File: config.mk
export PLATFORM = sky130hd
export DESIGN_NAME = mac_tx_interrupt_status
export DESIGN_NICKNAME = d
export VERILOG_FILES = /design/src/mac_irq_pkg.sv /design/src/collision_monitor.sv /design/src/mac_tx_interrupt_status.sv
export SDC_FILE = /design/constraint.sdc
export NUM_CORES = 1
export LEC_CHECK = 0
export BUFFER_PORTS_ARGS = -buffer_cell sky130_fd_sc_hd__buf_2
export CAP_MARGIN = 5
export CORE_AREA = 4 4 79 81
export CTS_CLUSTER_SIZE = 12
export DETAILED_ROUTE_END_ITERATION = 6
export DIE_AREA = 0 0 83 85
export PLACE_DENSITY_LB_ADDON = 0.1
export RECOVER_POWER = 25
export SLEW_MARGIN = 10
export SYNTH_ARGS = -nofsm -noshare
export SYNTH_HDL_FRONTEND = slang
export SYNTH_SLANG_ARGS = --single-unit
export TNS_END_PERCENT = 10
File: constraint.sdc
create_clock -name sys_clk -period 1.65 [get_ports sys_clk]
set_input_delay 0.0825 -clock sys_clk [delete_from_list [all_inputs] [get_ports sys_clk]]
set_output_delay 0.0825 -clock sys_clk [all_outputs]
set_load 0.01 [all_outputs]
File: src/mac_irq_pkg.sv
package mac_irq_pkg;

    // Avalon-MM slave uses full 32-bit byte addresses.
    localparam logic [31:0] IRQ_ENABLE_ADDR = 32'hfff030ac;
    localparam logic [31:0] IRQ_STATUS_ADDR = 32'hfff030b0;
    localparam logic [31:0] START_DEMAND_ADDR = 32'hfff030b4;
    localparam logic [31:0] MAC_CTRL_ADDR = 32'hfff030b8;

    localparam logic [31:0] STATUS_RESET = 32'h0000_0000;
    localparam logic [31:0] ENABLE_RESET = 32'h0000_0000;
    localparam logic [31:0] CTRL_RESET = 32'h0000_0000;
    localparam logic [31:0] READ_ZERO = 32'h0000_0000;

    // Transmit flags occupy bits 24 down to 21 in the order of tx_evt_t.
    localparam int TX_FLAG_MSB = 24;
    localparam int TX_FLAG_LSB = 21;
    localparam int TX_SUMMARY_BIT = 16;
    localparam int RX_MASTER_BIT = 0;
    localparam int HALF_DUPLEX_BIT = 0;
    localparam int RESERVED_MSB = 31;
    localparam int RESERVED_LSB = 25;

    localparam logic [6:0] SLOT_BYTES = 7'h40;
    localparam logic [4:0] MAX_COLLISIONS = 5'h10;
    localparam logic [4:0] COLL_ONE = 5'h01;
    localparam logic [6:0] BYTE_ONE = 7'h01;

    typedef struct packed {
        logic bus_err;
        logic desc_unavail;
        logic late_col;
        logic abort;
    } tx_evt_t;

    localparam tx_evt_t NO_EVT = '{default: 1'b0};

    typedef enum logic [1:0] {
        BUS_IDLE = 2'b00,
        BUS_ACK = 2'b01
    } bus_state_t;

endpackage : mac_irq_pkg

File: src/collision_monitor.sv
`timescale 1ns/100ps
module collision_monitor
    import mac_irq_pkg::*;
(
    input wire logic sys_clk,
    input wire logic resetn,
    input wire logic ce,
    input wire logic half_duplex,
    input wire logic tx_attempt_start,
    input wire logic tx_byte_sent,
    input wire logic tx_collision,
    input wire logic tx_frame_done,
    output logic late_col_ff,
    output logic abort_ff
);

    logic [6:0] byte_cnt_ff;
    logic [4:0] coll_cnt_ff;
    logic [6:0] nxt_byte_cnt;
    logic [4:0] nxt_coll_cnt;
    logic nxt_late_col;
    logic nxt_abort;

    wire past_slot = (byte_cnt_ff >= SLOT_BYTES);
    wire early_coll = half_duplex && tx_collision && !past_slot;
    wire [4:0] coll_inc = 5'(coll_cnt_ff + COLL_ONE);
    wire last_try = (coll_inc == MAX_COLLISIONS);

    // The byte count saturates at the slot size; nothing beyond it matters.
    assign nxt_byte_cnt = tx_attempt_start ? 7'h00 :
        (tx_byte_sent && !past_slot) ? 7'(byte_cnt_ff + BYTE_ONE) :
        byte_cnt_ff;
    // Only half-duplex collisions are counted or judged late.
    assign nxt_late_col = half_duplex && tx_collision && past_slot;
    assign nxt_abort = early_coll && last_try;
    // A successful frame ends the consecutive run, as does an abort.
    assign nxt_coll_cnt = (tx_frame_done || nxt_abort || !half_duplex) ?
        5'h00 : early_coll ? coll_inc : coll_cnt_ff;

    always_ff @(posedge sys_clk or negedge resetn) begin
        if (!resetn) begin
            byte_cnt_ff <= 7'h00;
            coll_cnt_ff <= 5'h00;
            late_col_ff <= 1'b0;
            abort_ff <= 1'b0;
        end else if (ce) begin
            byte_cnt_ff <= nxt_byte_cnt;
            coll_cnt_ff <= nxt_coll_cnt;
            late_col_ff <= nxt_late_col;
            abort_ff <= nxt_abort;
        end
    end

    a_late_coll_seen: assert property (
        @(posedge sys_clk) disable iff (!resetn)
        ce && half_duplex && tx_collision && byte_cnt_ff >= SLOT_BYTES
        |=> late_col_ff)
        else $error("late collision missed");
    a_no_late_full: assert property (
        @(posedge sys_clk) disable iff (!resetn)
        ce && !half_duplex |=> !late_col_ff && !abort_ff)
        else $error("full duplex collision event");
    a_abort_at_16: assert property (
        @(posedge sys_clk) disable iff (!resetn)
        ce && half_duplex && tx_collision && !past_slot && !tx_frame_done
        && coll_cnt_ff == 5'h0f |=> abort_ff && coll_cnt_ff == 5'h00)
        else $error("abort not at sixteenth collision");
    a_abort_half_only: assert property (
        @(posedge sys_clk) disable iff (!resetn)
        abort_ff |-> $past(half_duplex))
        else $error("abort outside half duplex");

endmodule : collision_monitor

File: src/mac_tx_interrupt_status.sv
// Design decision made here: register access over Avalon-MM.
`timescale 1ns/100ps
// Contract
// - Writing one to a status flag clears it and its interrupt; zero keeps it.
// - The status flags are what raise the receive and transmit interrupts.
// - The status register comes out of reset with every flag cleared.
// - A memory error reply to a transmit DMA access sets the bus error flag.
// - Each transmit flag feeds the transmit summary only while enabled.
// - A missing transmit descriptor sets its flag and halts the DMA engine.
// - The halted DMA resumes only on a write to the start-demand register.
// - A collision after the first 64 bytes sets the late collision flag.
// - Late collisions are checked only in half-duplex mode.
// - Sixteen consecutive collisions abort the packet and set the abort flag.
// - Abort on excessive collisions is detected only in half-duplex mode.
// - The receive interrupt needs the receive summary and its master enable.
module mac_tx_interrupt_status
    import mac_irq_pkg::*;
(
    input wire logic sys_clk,
    input wire logic resetn,
    input wire logic ce,
    input wire logic [31:0] avs_address,
    input wire logic avs_read,
    input wire logic avs_write,
    input wire logic [31:0] avs_writedata,
    input wire logic [3:0] avs_byteenable,
    output logic [31:0] avs_readdata,
    output logic avs_waitrequest,
    input wire logic tx_dma_bus_error,
    input wire logic tx_desc_missing,
    input wire logic tx_attempt_start,
    input wire logic tx_byte_sent,
    input wire logic tx_collision,
    input wire logic tx_frame_done,
    input wire logic rx_irq_summary,
    output logic tx_dma_halted,
    output logic half_duplex,
    output logic tx_irq,
    output logic rx_irq
);

    function automatic logic [31:0] lane_mask(input logic [3:0] be);
        lane_mask = {{8{be[3]}}, {8{be[2]}}, {8{be[1]}}, {8{be[0]}}};
    endfunction : lane_mask

    function automatic logic [31:0] merge_write(input logic [31:0] old,
        input logic [31:0] wdata, input logic [3:0] be);
        merge_write = (old & ~lane_mask(be)) | (wdata & lane_mask(be));
    endfunction : merge_write

    bus_state_t bus_state_ff;
    bus_state_t nxt_bus_state;
    tx_evt_t flags_ff;
    tx_evt_t nxt_flags;
    tx_evt_t enables_ff;
    tx_evt_t nxt_enables;
    tx_evt_t set_evt;
    tx_evt_t clr_evt;
    logic rx_master_en_ff;
    logic nxt_rx_master_en;
    logic half_duplex_ff;
    logic nxt_half_duplex;
    logic halted_ff;
    logic nxt_halted;
    logic tx_irq_ff;
    logic rx_irq_ff;
    logic [31:0] readdata_ff;
    logic [31:0] nxt_readdata;
    logic waitrequest_ff;
    logic late_col_pulse;
    logic abort_pulse;

    collision_monitor u_collision_monitor (
        .sys_clk(sys_clk),
        .resetn(resetn),
        .ce(ce),
        .half_duplex(half_duplex_ff),
        .tx_attempt_start(tx_attempt_start),
        .tx_byte_sent(tx_byte_sent),
        .tx_collision(tx_collision),
        .tx_frame_done(tx_frame_done),
        .late_col_ff(late_col_pulse),
        .abort_ff(abort_pulse)
    );

    // Each access is answered in the second cycle of its request: the first
    // cycle registers read data, so readdata comes straight from a flop.
    wire bus_req = avs_read || avs_write;
    wire bus_done = bus_req && (bus_state_ff == BUS_ACK);
    wire wr_done = bus_done && avs_write;
    wire hit_status = (avs_address == IRQ_STATUS_ADDR);
    wire hit_enable = (avs_address == IRQ_ENABLE_ADDR);
    wire hit_start = (avs_address == START_DEMAND_ADDR);
    wire hit_ctrl = (avs_address == MAC_CTRL_ADDR);
    wire [31:0] be_mask = lane_mask(avs_byteenable);
    wire [31:0] w1c_bits = avs_writedata & be_mask;

    always_comb begin
        case (bus_state_ff)
            BUS_IDLE: nxt_bus_state = bus_req ? BUS_ACK : BUS_IDLE;
            BUS_ACK: nxt_bus_state = BUS_IDLE;
            default: nxt_bus_state = BUS_IDLE;
        endcase
    end

    assign set_evt = '{
        bus_err: tx_dma_bus_error,
        desc_unavail: tx_desc_missing,
        late_col: late_col_pulse,
        abort: abort_pulse
    };
    // Only bits 24..21 are writable flags; reserved bits are dropped.
    assign clr_evt = (wr_done && hit_status) ?
        tx_evt_t'(w1c_bits[TX_FLAG_MSB:TX_FLAG_LSB]) : NO_EVT;
    // A new event in the clearing cycle survives the clear.
    assign nxt_flags = (flags_ff & ~clr_evt) | set_evt;

    wire [31:0] enable_word = {7'h00, enables_ff, 4'h0, 16'h0000,
        rx_master_en_ff};
    wire [31:0] enable_merged = merge_write(enable_word, avs_writedata,
        avs_byteenable);
    assign nxt_enables = (wr_done && hit_enable) ?
        tx_evt_t'(enable_merged[TX_FLAG_MSB:TX_FLAG_LSB]) : enables_ff;
    assign nxt_rx_master_en = (wr_done && hit_enable) ?
        enable_merged[RX_MASTER_BIT] : rx_master_en_ff;

    wire [31:0] ctrl_word = {31'h0000_0000, half_duplex_ff};
    wire [31:0] ctrl_merged = merge_write(ctrl_word, avs_writedata,
        avs_byteenable);
    assign nxt_half_duplex = (wr_done && hit_ctrl) ?
        ctrl_merged[HALF_DUPLEX_BIT] : half_duplex_ff;

    // Any write to start-demand wakes the engine, whatever its data; a new
    // missing-descriptor report in that same cycle keeps it halted.
    wire start_demand = wr_done && hit_start;
    assign nxt_halted = tx_desc_missing ? 1'b1 :
        start_demand ? 1'b0 : halted_ff;

    wire tx_summary = |(flags_ff & enables_ff);
    wire [31:0] status_word = {7'h00, flags_ff, 4'h0, tx_summary, 15'h0000,
        rx_irq_summary};

    always_comb begin
        nxt_readdata = READ_ZERO;
        if (hit_status) begin
            nxt_readdata = status_word;
        end else if (hit_enable) begin
            nxt_readdata = enable_word;
        end else if (hit_ctrl) begin
            nxt_readdata = ctrl_word;
        end
    end

    always_ff @(posedge sys_clk or negedge resetn) begin
        if (!resetn) begin
            bus_state_ff <= BUS_IDLE;
            waitrequest_ff <= 1'b1;
            readdata_ff <= READ_ZERO;
        end else if (ce) begin
            bus_state_ff <= nxt_bus_state;
            waitrequest_ff <= !(bus_req && bus_state_ff == BUS_IDLE);
            readdata_ff <= (avs_read && bus_state_ff == BUS_IDLE) ?
                nxt_readdata : readdata_ff;
        end
    end

    always_ff @(posedge sys_clk or negedge resetn) begin
        if (!resetn) begin
            flags_ff <= tx_evt_t'(STATUS_RESET[TX_FLAG_MSB:TX_FLAG_LSB]);
            enables_ff <= tx_evt_t'(ENABLE_RESET[TX_FLAG_MSB:TX_FLAG_LSB]);
            rx_master_en_ff <= ENABLE_RESET[RX_MASTER_BIT];
            half_duplex_ff <= CTRL_RESET[HALF_DUPLEX_BIT];
            halted_ff <= 1'b0;
        end else if (ce) begin
            flags_ff <= nxt_flags;
            enables_ff <= nxt_enables;
            rx_master_en_ff <= nxt_rx_master_en;
            half_duplex_ff <= nxt_half_duplex;
            halted_ff <= nxt_halted;
        end
    end

    always_ff @(posedge sys_clk or negedge resetn) begin
        if (!resetn) begin
            tx_irq_ff <= 1'b0;
            rx_irq_ff <= 1'b0;
        end else if (ce) begin
            tx_irq_ff <= |(nxt_flags & nxt_enables);
            rx_irq_ff <= rx_irq_summary && rx_master_en_ff;
        end
    end

    assign avs_readdata = readdata_ff;
    assign avs_waitrequest = waitrequest_ff;
    assign tx_dma_halted = halted_ff;
    assign half_duplex = half_duplex_ff;
    assign tx_irq = tx_irq_ff;
    assign rx_irq = rx_irq_ff;

    // Set beats clear: a flag whose own event repeats in the clearing
    // cycle stays up, so the clearing checks leave that case out.
    a_w1c_clears: assert property (
        @(posedge sys_clk) disable iff (!resetn)
        ce && wr_done && hit_status && avs_byteenable[3]
        && avs_writedata[TX_FLAG_MSB] && !tx_dma_bus_error
        |=> !flags_ff.bus_err)
        else $error("write one did not clear");
    a_w1c_desc: assert property (
        @(posedge sys_clk) disable iff (!resetn)
        ce && wr_done && hit_status && w1c_bits[TX_FLAG_MSB-1]
        && !tx_desc_missing |=> !flags_ff.desc_unavail)
        else $error("descriptor flag not cleared");
    a_w1c_late: assert property (
        @(posedge sys_clk) disable iff (!resetn)
        ce && wr_done && hit_status && w1c_bits[TX_FLAG_LSB+1]
        && !late_col_pulse |=> !flags_ff.late_col)
        else $error("late collision flag not cleared");
    a_w1c_abort: assert property (
        @(posedge sys_clk) disable iff (!resetn)
        ce && wr_done && hit_status && w1c_bits[TX_FLAG_LSB]
        && !abort_pulse |=> !flags_ff.abort)
        else $error("abort flag not cleared");
    a_w0_keeps: assert property (
        @(posedge sys_clk) disable iff (!resetn)
        ce && flags_ff.desc_unavail && !(wr_done && hit_status
        && w1c_bits[TX_FLAG_MSB-1]) |=> flags_ff.desc_unavail)
        else $error("flag lost without write one");
    // Looked at one edge after reset is seen, because the flops hold no
    // defined value before the first edge of a run.
    a_reset_clear: assert property (
        @(posedge sys_clk)
        !resetn |=> flags_ff == NO_EVT && !tx_irq_ff)
        else $error("status not clear after reset");
    a_bus_err_set: assert property (
        @(posedge sys_clk) disable iff (!resetn)
        ce && tx_dma_bus_error |=> flags_ff.bus_err)
        else $error("bus error flag not set");
    a_bus_err_quiet: assert property (
        @(posedge sys_clk) disable iff (!resetn)
        ce && !tx_dma_bus_error && !flags_ff.bus_err
        |=> !flags_ff.bus_err)
        else $error("bus error flag set without cause");
    a_irq_masked: assert property (
        @(posedge sys_clk) disable iff (!resetn)
        ce && (nxt_flags & nxt_enables) == NO_EVT
        |=> !tx_irq && !status_word[TX_SUMMARY_BIT])
        else $error("masked flag raised interrupt");
    a_irq_enabled: assert property (
        @(posedge sys_clk) disable iff (!resetn)
        ce && tx_dma_bus_error && enables_ff.bus_err
        && !(wr_done && hit_enable) |=> tx_irq)
        else $error("enabled flag silent");
    a_summary_read: assert property (
        @(posedge sys_clk) disable iff (!resetn)
        ce && avs_read && bus_state_ff == BUS_IDLE && hit_status
        |=> avs_readdata[TX_SUMMARY_BIT] == $past(tx_irq))
        else $error("summary bit disagrees with interrupt");
    a_late_flag_set: assert property (
        @(posedge sys_clk) disable iff (!resetn)
        ce && late_col_pulse |=> flags_ff.late_col)
        else $error("late collision flag not set");
    a_abort_flag_set: assert property (
        @(posedge sys_clk) disable iff (!resetn)
        ce && abort_pulse |=> flags_ff.abort)
        else $error("abort flag not set");
    a_halt_on_miss: assert property (
        @(posedge sys_clk) disable iff (!resetn)
        ce && tx_desc_missing |=> tx_dma_halted && flags_ff.desc_unavail)
        else $error("no halt on missing descriptor");
    a_halt_cause: assert property (
        @(posedge sys_clk) disable iff (!resetn)
        ce && !tx_dma_halted && !tx_desc_missing |=> !tx_dma_halted)
        else $error("halt without missing descriptor");
    a_halt_holds: assert property (
        @(posedge sys_clk) disable iff (!resetn)
        tx_dma_halted && !start_demand |=> tx_dma_halted)
        else $error("halt left without start demand");
    a_halt_release: assert property (
        @(posedge sys_clk) disable iff (!resetn)
        ce && tx_dma_halted && start_demand && !tx_desc_missing
        |=> !tx_dma_halted)
        else $error("start demand ignored");
    a_rx_gated: assert property (
        @(posedge sys_clk) disable iff (!resetn)
        ce && !(rx_irq_summary && rx_master_en_ff) |=> !rx_irq)
        else $error("receive interrupt not gated");
    a_rx_raised: assert property (
        @(posedge sys_clk) disable iff (!resetn)
        ce && rx_irq_summary && rx_master_en_ff |=> rx_irq)
        else $error("receive interrupt not raised");
    a_reserved_zero: assert property (
        @(posedge sys_clk) disable iff (!resetn)
        avs_readdata[RESERVED_MSB:RESERVED_LSB] == 7'h00)
        else $error("reserved bits read nonzero");
    // Read data must stand until the next read is taken, since a slow
    // master may look at it late.
    a_readdata_hold: assert property (
        @(posedge sys_clk) disable iff (!resetn)
        ce && !(avs_read && bus_state_ff == BUS_IDLE)
        |=> $stable(avs_readdata))
        else $error("read data changed without a read");
    a_bus_answer: assert property (
        @(posedge sys_clk) disable iff (!resetn)
        ce && bus_req && bus_state_ff == BUS_IDLE |=> !avs_waitrequest
        ##1 (!ce || avs_waitrequest))
        else $error("bus answer late");

endmodule : mac_tx_interrupt_status

==> impl_results.md, run 1 <==
* Run status: finished with violations
* Violated checks: negative setup slack
* Number of cells produced by synthesis at 227
* Setup violation total in the final timing report at 15
* Placed Instances at 386
* ANT cells at 0
* Antenna Nets Post-Route at 0
* Yosys synthesis warning count at 0
* Multiplexer share of the synthesized area at 6.07%
* Worst-case headroom to the max-slew limit at 42.4%
* Post-synth design cell area at 2140 µm²
* Clock H-tree levels at 2
* Main combinational cell family by area after synthesis: simple AND/OR/NAND/NOR gates
* Share of the synthesized area in compound gates (AO/OA/AOI/OAI) at 15.5%
* Fraction of final layout cells with drive strength greater than 1 at 37.5%
* Type of the worst min-delay path: in2reg
* Post-Synth Adder-Cell Area at 1.75%
* Via Count at 1,870
* Die area at 7060 µm²
* Post-synth top flop: dfrtp_1
* Final Max Slew Viols at 0
* Total power after layout at 0.00184 W
* Root cell of the clock tree: clkbuf_8
* Top delay family on crit path: simple AND/OR/NAND/NOR gates
* Syn-to-layout area delta at 32.8%
* Detailed-routing iteration count for the pre-antenna-repair pass at 4
* Reported max-cap violation count at 0
* Distinct cell type count after synthesis at 56
* Worst clock skew on the final layout at 0.00402 ns
* Total detailed-routing wirelength at 5180 µm
* Final number of hold-violating endpoints at 0
* CP max FO at 4
* Clock insertion delay at the later pin of the skew report at 0.28 ns
* First-pass GRT wire length at 8770 µm
* Count of state elements after synthesis at 35
* Violation count after the first detailed-route iteration at 72
* Hold Crit Depth at 2
* Die span in x at 83 µm
* Routed WL per cell at 13.1 µm
* Fin nets at 405
* Async SR Flop Fraction at 100%
* Critical R2R Launch: bus_state_ff[0]
* Worst-case setup margin in the final layout at -0.344 ns
* Starting Density at 39.2%
* Non-filler instance count after layout at 395
* Avg Inst Size Synth at 9.44 µm²
* Areal power density over the cells at 645 nW/µm²
* Maximum clock frequency at 0.501 GHz
* Port Buf Inserts at 62
* Overall fraction of global-route tracks in use at 14.9%
* Ports at 117
* Area of all placed cells without fillers at 2850 µm²
* Total number of clock tree sinks at 35
* Maximum buffer depth of the clock tree at 2
* Register-to-Register Path Depth at 6
* Number of CTS-inserted buffers at 5
* Via-to-Cell Ratio at 4.73
* WP data required at 1.82 ns
* Minimum clock period after layout at 1.99 ns
* Worst supply voltage drop on vdd at 474 µV
* Critical Path AT at 2.16 ns
* Cells traversed along the worst timing path: buf_6 > or4b_1 > or4_4 > buf_4 > nor3b_4 > a41oi_2 > a21boi_2 > o32a_1
* Commonest non-fill, non-tap cells in the layout: buf_2 (61), dfrtp_1 (34), buf_4 (28)
* Clock tree from TritonCTS: built
* Setup repair after global routing missed its margin: true
* Slowest stage cell, crit path: or4b_1
* Clock-pin transition on the worst setup and hold timing paths at 0.07 ns
* Maximum number of pins on one net before global-route repair at 36
* Portion of the post-synthesis area used by sequential elements at 40.9%
* # DRC at 0
* Routability-driven placement congestion ratio at 0.761
* EDFF count, synth at 0
* Placed Area at 2670 µm²
* Total overflow reported by the global router at 0
* WP buf/inv at 2
* Initial antenna violation count at 0
* Critical path class: in2reg
* Reg-to-Reg End: tx_irq
* Worst Setup Slack post-DPL at -0.711 ns
* Parity-gate share of the synthesized area counting xor and xnor cells at 1.23%
* Fraction of the cycle the final worst path needs at 121%
* Kind of launch point of the worst setup path: primary input
* Most common library cell in the layout ignoring fill and taps: buf_2
* Reported leakage power at 1.44 nW
* Worst hold slack at 0.0403 ns
* Via count of the first global-routing pass at 1,874
* Num rows at 27
* Height of the die at 85 µm
* Area inside the core boundary at 5470 µm²
* Actual transition at the worst max-transition pin at 0.863 ns
* Basic-gate share of the synthesized area counting and, or, nand and nor cells at 22.9%
* Hold_sp: avs_writedata[0]
* Setup slack, reg-to-reg at -0.04 ns
* CP Capture Type: flip-flop
* Post-detailed-placement half-perimeter wirelength at 4020 µm
* Max stage delay on crit path at 0.50 ns
## where the power goes
| group | internal (W) | switching [W] |
|---|---|---|
| registers | 0.000882 | 0.0000192 |
| clock network | 0.000381 | 0.000310 |
| logic | 0.000103 | 0.000140 |
| total | 0.00137 | 0.000469 |
## layer usage
layer,track usage [%],share of wire [%],vias to the layer above
li1,-,-,965
met1,19.2,45,857
met2,24.8,49,41
met3,3.98,5.0,7
met4,4.01,1.1,0
met5,0,0,-
## through the flow
stage | util [%] | setup TNS (ns)
6_report | 52.0 | -1.77
5_1_grt | 52.0 | -3.19
4_1_cts | 51.6 | -2.92
3_5_place_dp | 48.8 | -9.16
3_3_place_gp | 48.8 | -8.92
2_1_floorplan | - | -4.02
## cell usage after synthesis (all sizes together) (2+ instances only)
cell type | instances | area [µm²]
a21o | 3 | 22.5
a21oi | 8 | 40.0
a22o | 3 | 26.3
a22oi | 6 | 45.0
a31oi | 2 | 12.5
and3 | 3 | 18.8
buf | 28 | 210
clkbuf | 3 | 11.3
dfrtp | 34 | 851
ha | 3 | 37.5
inv | 5 | 18.8
mux2 | 8 | 90.1
mux2i | 4 | 40.0
nand2 | 24 | 90.1
nand2b | 3 | 18.8
nand3 | 7 | 35.0
nand4 | 8 | 50.1
nor2 | 13 | 48.8
nor2b | 4 | 25.0
nor3 | 7 | 46.3
nor3b | 2 | 26.3
nor4 | 3 | 33.8
nor4bb | 2 | 20.0
o21a | 2 | 15.0
o21ai | 15 | 75.1
o21bai | 2 | 15.0
o22ai | 2 | 12.5
xor2 | 2 | 17.5
## registers in the layout, summed over array words and instances, names as in the netlist, named ones only
signal,flops
rx_irq,1
u_collision_monitor.coll_cnt_ff,5
avs_waitrequest,1
u_collision_monitor.abort_ff,1
avs_readdata,6
bus_state_ff,1
u_collision_monitor.late_col_ff,1
flags_ff,4
tx_dma_halted,1
enable_word,4
u_collision_monitor.byte_cnt_ff,7
tx_irq,1
## worst max-delay path by stage
stage | startpoint | end | slack (ns) | depth (start not counted)
global route | avs_address[16] | tx_irq | -0.42 | 8
global placement | avs_address[16] | tx_irq | -0.65 | 9
floorplan | avs_address[16] | tx_irq | -0.48 | 7
finish | avs_address[16] | tx_irq | -0.34 | 8
detailed placement | avs_address[16] | tx_irq | -0.71 | 8
CTS | avs_address[16] | tx_irq | -0.37 | 9
## cells by family (layout without fill, tap and decap cells)
kind of cell    count (synthesis)  after routing
buf+inv                        37            108
simple gates                   85             85
mux                            12             12
compound gates                 51             51
xor+xnor                        3              3
fa+ha+maj                       3              3
other cells                     1             26
flops                          35             35
## layout make-up
| type | instances | area (µm²) |
|---|---|---|
| fill | 542 | 2630 |
| multi-input combinational | 180 | 1190 |
| sequential | 35 | 877 |
| timing repair buffer | 94 | 564 |
| clock buffer | 8 | 100 |
| tap | 72 | 90.1 |
| inverter | 6 | 22.5 |
## what timing repair did
action / 4_1_cts / 5_1_grt
hold buffers: 1 / 0
hold endpoints to repair: 34 / 0
setup endpoints to repair: 20 / 22
resized for setup: 10 / 8
pin swaps: 2 / 2
setup buffers: 1 / 0
## worst reg2reg max path: stages (launching register included)
cell and delay, ns:
dfrtp_1 0.35, nand3_1 0.13, nor4_4 0.28, buf_4 0.18, mux2i_2 0.21, o22ai_1 0.09, o32a_1 0.33
(Power assumes the default switching activity.)
==> inputs of run 2 (changes only) <==
CORE_AREA = 2 2 77 79   (was 4 4 79 81)
DIE_AREA = 0 0 79 81   (was 0 0 83 85)
==> run 2 against run 1 <==
Net effect: the flow still finishes with violations (negative setup slack); non-clock buffer count down 6; final area shrank 0.66%; worst hold slack got worse by 0.011 ns; sequential share of layout area up 0.20 points; sequential power hardly changed; critical path type unchanged; worst setup slack improved by 0.021 ns; first-iteration DRC count down 22%; critical endpoint unchanged; register-to-register slack improved by 0.06 ns; largest power group unchanged; routed wire length rose by 1.9%.
==> impl_results.md, run 2 (synthesized netlist as in run 1, its figures left out) <==
* Top delay family on crit path: simple AND/OR/NAND/NOR gates
* Starting Density at 37.8%
* Final number of hold-violating endpoints at 0
* Area inside the core boundary at 5680 µm²
* Areal power density over the cells at 637 nW/µm²
* Setup violation total in the final timing report at 15
* Critical Path Most Common Cell: buf_6
* Most common library cell in the layout ignoring fill and taps: buf_2
* Total overflow reported by the global router at 0
* Cells traversed along the worst timing path: buf_6 > or4b_4 > or4_4 > buf_6 > nor3b_4 > a41oi_2 > a21boi_2 > o32a_1
* CP max FO at 4
* Routed WL per cell at 13.5 µm
* Critical path class: in2reg
* Critical Path AT at 2.15 ns
* Clock-pin transition on the worst setup and hold timing paths at 0.08 ns
* Post-detailed-placement half-perimeter wirelength at 3910 µm
* Syn-to-layout area delta at 31.9%
* Port Buf Inserts at 62
* Placed Instances at 383
* Via Count at 1,908
* Number of fill cells in the layout at 591
* Reported leakage power at 1.42 nW
* Via count of the first global-routing pass at 1,706
* Reg-to-Reg End: tx_irq
* Reg with most FFs: u_collision_monitor.byte_cnt_ff
* Die span in x at 79 µm
* Root cell of the clock tree: clkbuf_8
* Placed Area at 2640 µm²
* Worst Setup Slack post-DPL at -0.741 ns
* Ports at 117
* Final Max Slew Viols at 0
* Detailed-routing iteration count for the pre-antenna-repair pass at 4
* Overall fraction of global-route tracks in use at 16.7%
* Via-to-Cell Ratio at 4.87
* Routability-driven placement congestion ratio at 0.780
* Number of CTS-inserted buffers at 5
* Hold_sp: avs_writedata[0]
* Total detailed-routing wirelength at 5280 µm
* Maximum clock frequency at 0.507 GHz
* Worst-case headroom to the max-slew limit at 38.2%
* Violation count after the first detailed-route iteration at 56
* Minimum clock period after layout at 1.97 ns
* Non-filler instance count after layout at 392
* Antenna Nets Post-Route at 0
* Run status: finished with violations
* Total power after layout at 0.00180 W
* Slowest stage cell, crit path: or4b_4
* Number of flip-flops in the largest register at 7
* # DRC at 0
* Initial antenna violation count at 0
* Clock insertion delay at the later pin of the skew report at 0.29 ns
* Type of the worst min-delay path: in2reg
* Critical R2R Launch: bus_state_ff[0]
* Setup tns final at -1.98 ns
* Setup repair after global routing missed its margin: true
* WP buf/inv at 2
* Clock H-tree levels at 2
* CP Capture Type: flip-flop
* Worst clock skew on the final layout at 0.00804 ns
* Reg area at 877 µm²
* Max stage delay on crit path at 0.53 ns
* Num rows at 28
* ANT cells at 0
* Setup slack, reg-to-reg at 0.02 ns
* Reported max-cap violation count at 0
* Height of the die at 81 µm
* Hold Crit Depth at 2
* Violated checks: negative setup slack
* Maximum buffer depth of the clock tree at 2
* Fin nets at 399
* Area of all placed cells without fillers at 2830 µm²
* WP data required at 1.83 ns
* Commonest non-fill, non-tap cells in the layout: buf_2 (61), dfrtp_1 (34), conb_1 (26)
* Fraction of final layout cells with drive strength greater than 1 at 37.2%
* Register-to-Register Path Depth at 6
* Clock tree from TritonCTS: built
* Total number of clock tree sinks at 35
* Worst supply voltage drop on vdd at 405 µV
* Kind of launch point of the worst setup path: primary input
* Die area at 6400 µm²
* Worst-case setup margin in the final layout at -0.323 ns
* Actual transition at the worst max-transition pin at 0.927 ns
* Fraction of the cycle the final worst path needs at 120%
* Area used by multi-input combinational logic at 1210 µm²
* Maximum number of pins on one net before global-route repair at 36
* First-pass GRT wire length at 8190 µm
-- run 2: how the worst max path moves through the flow --
| stage | startpoint | to | cells after the start |
|---|---|---|---|
| 4_1_cts | avs_address[16] | tx_irq | 8 |
| 3_3_place_gp | avs_address[16] | tx_irq | 8 |
| 6_report | avs_address[16] | tx_irq | 8 |
| 2_1_floorplan | avs_address[16] | tx_irq | 7 |
| 5_1_grt | avs_address[16] | tx_irq | 8 |
| 3_5_place_dp | avs_address[16] | tx_irq | 8 |
-- run 2: layer usage --
metal / vias up / global-route usage [%] / part of all wire (%)
li1: 951 / - / -
met2: 63 / 25.9 / 44
met4: 0 / 6.72 / 1.9
met1: 885 / 22.7 / 48
met5: - / 0 / 0
met3: 9 / 3.67 / 5.9
-- run 2: stage by stage --
| stage | util, % | hold slack (ns) |
|---|---|---|
| global route | 49.8 | 0.0287 |
| detailed placement | 46.5 | 0.152 |
| CTS | 49.4 | 0.0315 |
| floorplan | - | -0.213 |
| global placement | 46.5 | 0.159 |
| finish | 49.8 | 0.0293 |
-- run 2: final cells by class --
type	instances	share of cell area, %
Clock buffer	7	3.05
Clock inverter	1	0.177
Inverter	6	0.796
Multi-Input combinational cell	180	43.0
Sequential cell	35	31.0
Tap cell	75	3.32
Timing Repair Buffer	88	18.7
-- run 2: report_power, final --
part	internal, W	switching, W	leakage [nW]
Sequential	0.000881	0.0000175	0.461
Clock	0.000337	0.000319	0.0482
Combinational	0.000102	0.000143	0.913
-- run 2: timing repair --
item	4_1_cts	5_1_grt
setup endpoints to repair	19	21
hold buffers	1	0
pin swaps	4	3
endpoints found under the hold margin	34	0
gates resized for setup	13	9
setup buffers	0	1
-- run 2: worst register-to-register path, delay by kind of cell, from the launching register on --
family / cells / cell delay, ns
AO/OA/AOI/OAI: 2 / 0.42
buffers and inverters: 1 / 0.18
flip-flops: 1 / 0.35
multiplexers: 1 / 0.18
AND/OR/NAND/NOR: 2 / 0.40
==> inputs of run 3 (changes only) <==
CORE_AREA = 2 2 73 75   (was 2 2 77 79)
DIE_AREA = 0 0 75 77   (was 0 0 79 81)
PLACE_DENSITY_LB_ADDON = 0.15   (was 0.1)
clock period = 2.2 ns   (was 1.65 ns; I/O delays follow)
==> run 3 against run 2 <==
Net effect: the run now ends clean; sequential share of layout area grew 2.7 points; sequential cell count is the same; first-iteration DRC count grew 91%; count of clock-buffer cells in the layout is the same; total power shrank 25%; sequential power shrank 25%; worst hold slack gained 0.031 ns; global-route usage shrank 0.56 points; final cell count shrank 5.6%; critical path depth is the same; combinational power shrank 36%; register-to-register slack gained 0.43 ns; highest routed layer unchanged.
==> impl_results.md, run 3 (synthesized netlist as in run 1, its figures left out) <==
* Syn-to-layout area delta at 21.5%
* Clock tree from TritonCTS: built
* Die span in x at 75 µm
* Root cell of the clock tree: clkbuf_8
* Clock insertion delay at the later pin of the skew report at 0.28 ns
* Via count of the first global-routing pass at 1,600
* Setup repair after global routing missed its margin: false
* Minimum clock period after layout at 2.01 ns
* Reg with most FFs: u_collision_monitor.byte_cnt_ff
* Areal power density over the cells at 521 nW/µm²
* Maximum buffer depth of the clock tree at 2
* Maximum clock frequency at 0.497 GHz
* Initial antenna violation count at 0
* Area of all placed cells without fillers at 2600 µm²
* Most common library cell in the layout ignoring fill and taps: buf_2
* Total detailed-routing wirelength at 4490 µm
* Non-filler instance count after layout at 370
* Cells traversed along the worst timing path: buf_2 > or4b_1 > or4_1 > buf_4 > nor4b_4 > mux2i_1 > a21boi_1 > o32a_1
* Final number of hold-violating endpoints at 0
* Max stage delay on crit path at 0.50 ns
* Critical Path AT at 2.18 ns
* Routability-driven placement congestion ratio at 0.783
* Overall fraction of global-route tracks in use at 16.1%
* Starting Density at 43.1%
* Final Max Slew Viols at 0
* Utilization of the core after routing at 52.3%
* Num rows at 26
* Total overflow reported by the global router at 0
* Setup tns final at 0 ns
* WP buf/inv at 2
* Number of flip-flops in the largest register at 7
* Type of the worst min-delay path: in2reg
* Clock-pin transition on the worst setup and hold timing paths at 0.07 ns
* Worst supply voltage drop on vdd at 378 µV
* Port Buf Inserts at 62
* Violation count after the first detailed-route iteration at 107
* Antenna Nets Post-Route at 0
* ANT cells at 0
* Critical path class: in2reg
* Placed Instances at 361
* Ports at 117
* Clock H-tree levels at 2
* Area inside the core boundary at 4980 µm²
* Setup Fix Bufs, Post-CTS at 0
* Worst clock skew on the final layout at 0.00594 ns
* Fraction of the cycle the final worst path needs at 91.4%
* Fin nets at 382
* Run status: completed
* Setup violation total in the final timing report at 0
* Commonest non-fill, non-tap cells in the layout: buf_2 (51), dfrtp_1 (34), conb_1 (26)
* Via Count at 1,790
* Total number of clock tree sinks at 35
* Reported max-cap violation count at 0
* Via-to-Cell Ratio at 4.84
* Slowest stage cell, crit path: or4b_1
* Die area at 5780 µm²
* # DRC at 0
* Placed Area at 2500 µm²
* First-pass GRT wire length at 7200 µm
* Post-detailed-placement half-perimeter wirelength at 3450 µm
* Detailed-routing iteration count for the pre-antenna-repair pass at 4
* Actual transition at the worst max-transition pin at 0.842 ns
* Number of CTS-inserted buffers at 5
* Top delay family on crit path: simple AND/OR/NAND/NOR gates
* Maximum number of pins on one net before global-route repair at 36
* Kind of launch point of the worst setup path: primary input
* CP Capture Type: flip-flop
* Routed WL per cell at 12.1 µm
* Fraction of final layout cells with drive strength greater than 1 at 25.0%
* Height of the die at 77 µm
* Number of fill cells in the layout at 501
* Worst-case headroom to the max-slew limit at 43.9%
* WP data required at 2.37 ns
* Reported leakage power at 1.25 nW
* CP max FO at 5
run 3: area by class of cell:
| type | count | area, µm² | share of cell area [%] |
|---|---|---|---|
| Inverter | 6 | 22.5 | 0.865 |
| Multi-Input combinational cell | 180 | 1130 | 43.5 |
| Timing Repair Buffer | 71 | 380 | 14.6 |
| Clock inverter | 1 | 7.51 | 0.288 |
| Sequential cell | 35 | 877 | 33.7 |
| Tap cell | 70 | 87.6 | 3.36 |
| Clock buffer | 7 | 96.3 | 3.70 |
run 3: what timing repair did:
action | CTS | global route
hold endpoints to repair | 34 | 0
hold buffers | 1 | 0
gates resized for setup | 0 | 0
run 3: layer usage:
layer	track usage, %	wire length [µm]
met1	21.3	2040
met4	5.71	58
met3	3.94	246
met5	0	0
met2	25.3	2140
run 3: through the flow:
stage | setup WS (ns) | power [W] | hold WS (ns)
2_1_floorplan | 0.0244 | 0.000798 | -0.186
3_3_place_gp | -0.119 | 0.000846 | 0.231
4_1_cts | 0.195 | 0.00138 | 0.0512
6_report | 0.190 | 0.00136 | 0.0603
3_5_place_dp | -0.113 | 0.000848 | 0.239
5_1_grt | 0.0870 | 0.00143 | 0.0540
run 3: report_power, final:
group          switching (W)  internal, W  leakage, nW
sequential         0.0000170     0.000660        0.460
combinational      0.0000933    0.0000628        0.740
clock               0.000238     0.000285       0.0505
run 3: final timing paths:
check	start	slack, ns	endpoint	depth (start not counted)
setup reg to reg	u_collision_monitor.coll_cnt_ff[0]	0.45	u_collision_monitor.coll_cnt_ff[0]	6
min in group asynchronous	resetn	0.45	avs_readdata[0]	2
setup / recovery	avs_address[16]	0.19	tx_irq	8
hold / removal	avs_writedata[0]	0.06	flip-flop	2
max in group asynchronous	resetn	1.21	flags_ff[0]	2
hold reg to reg	avs_readdata[0]	0.48	avs_readdata[0]	1
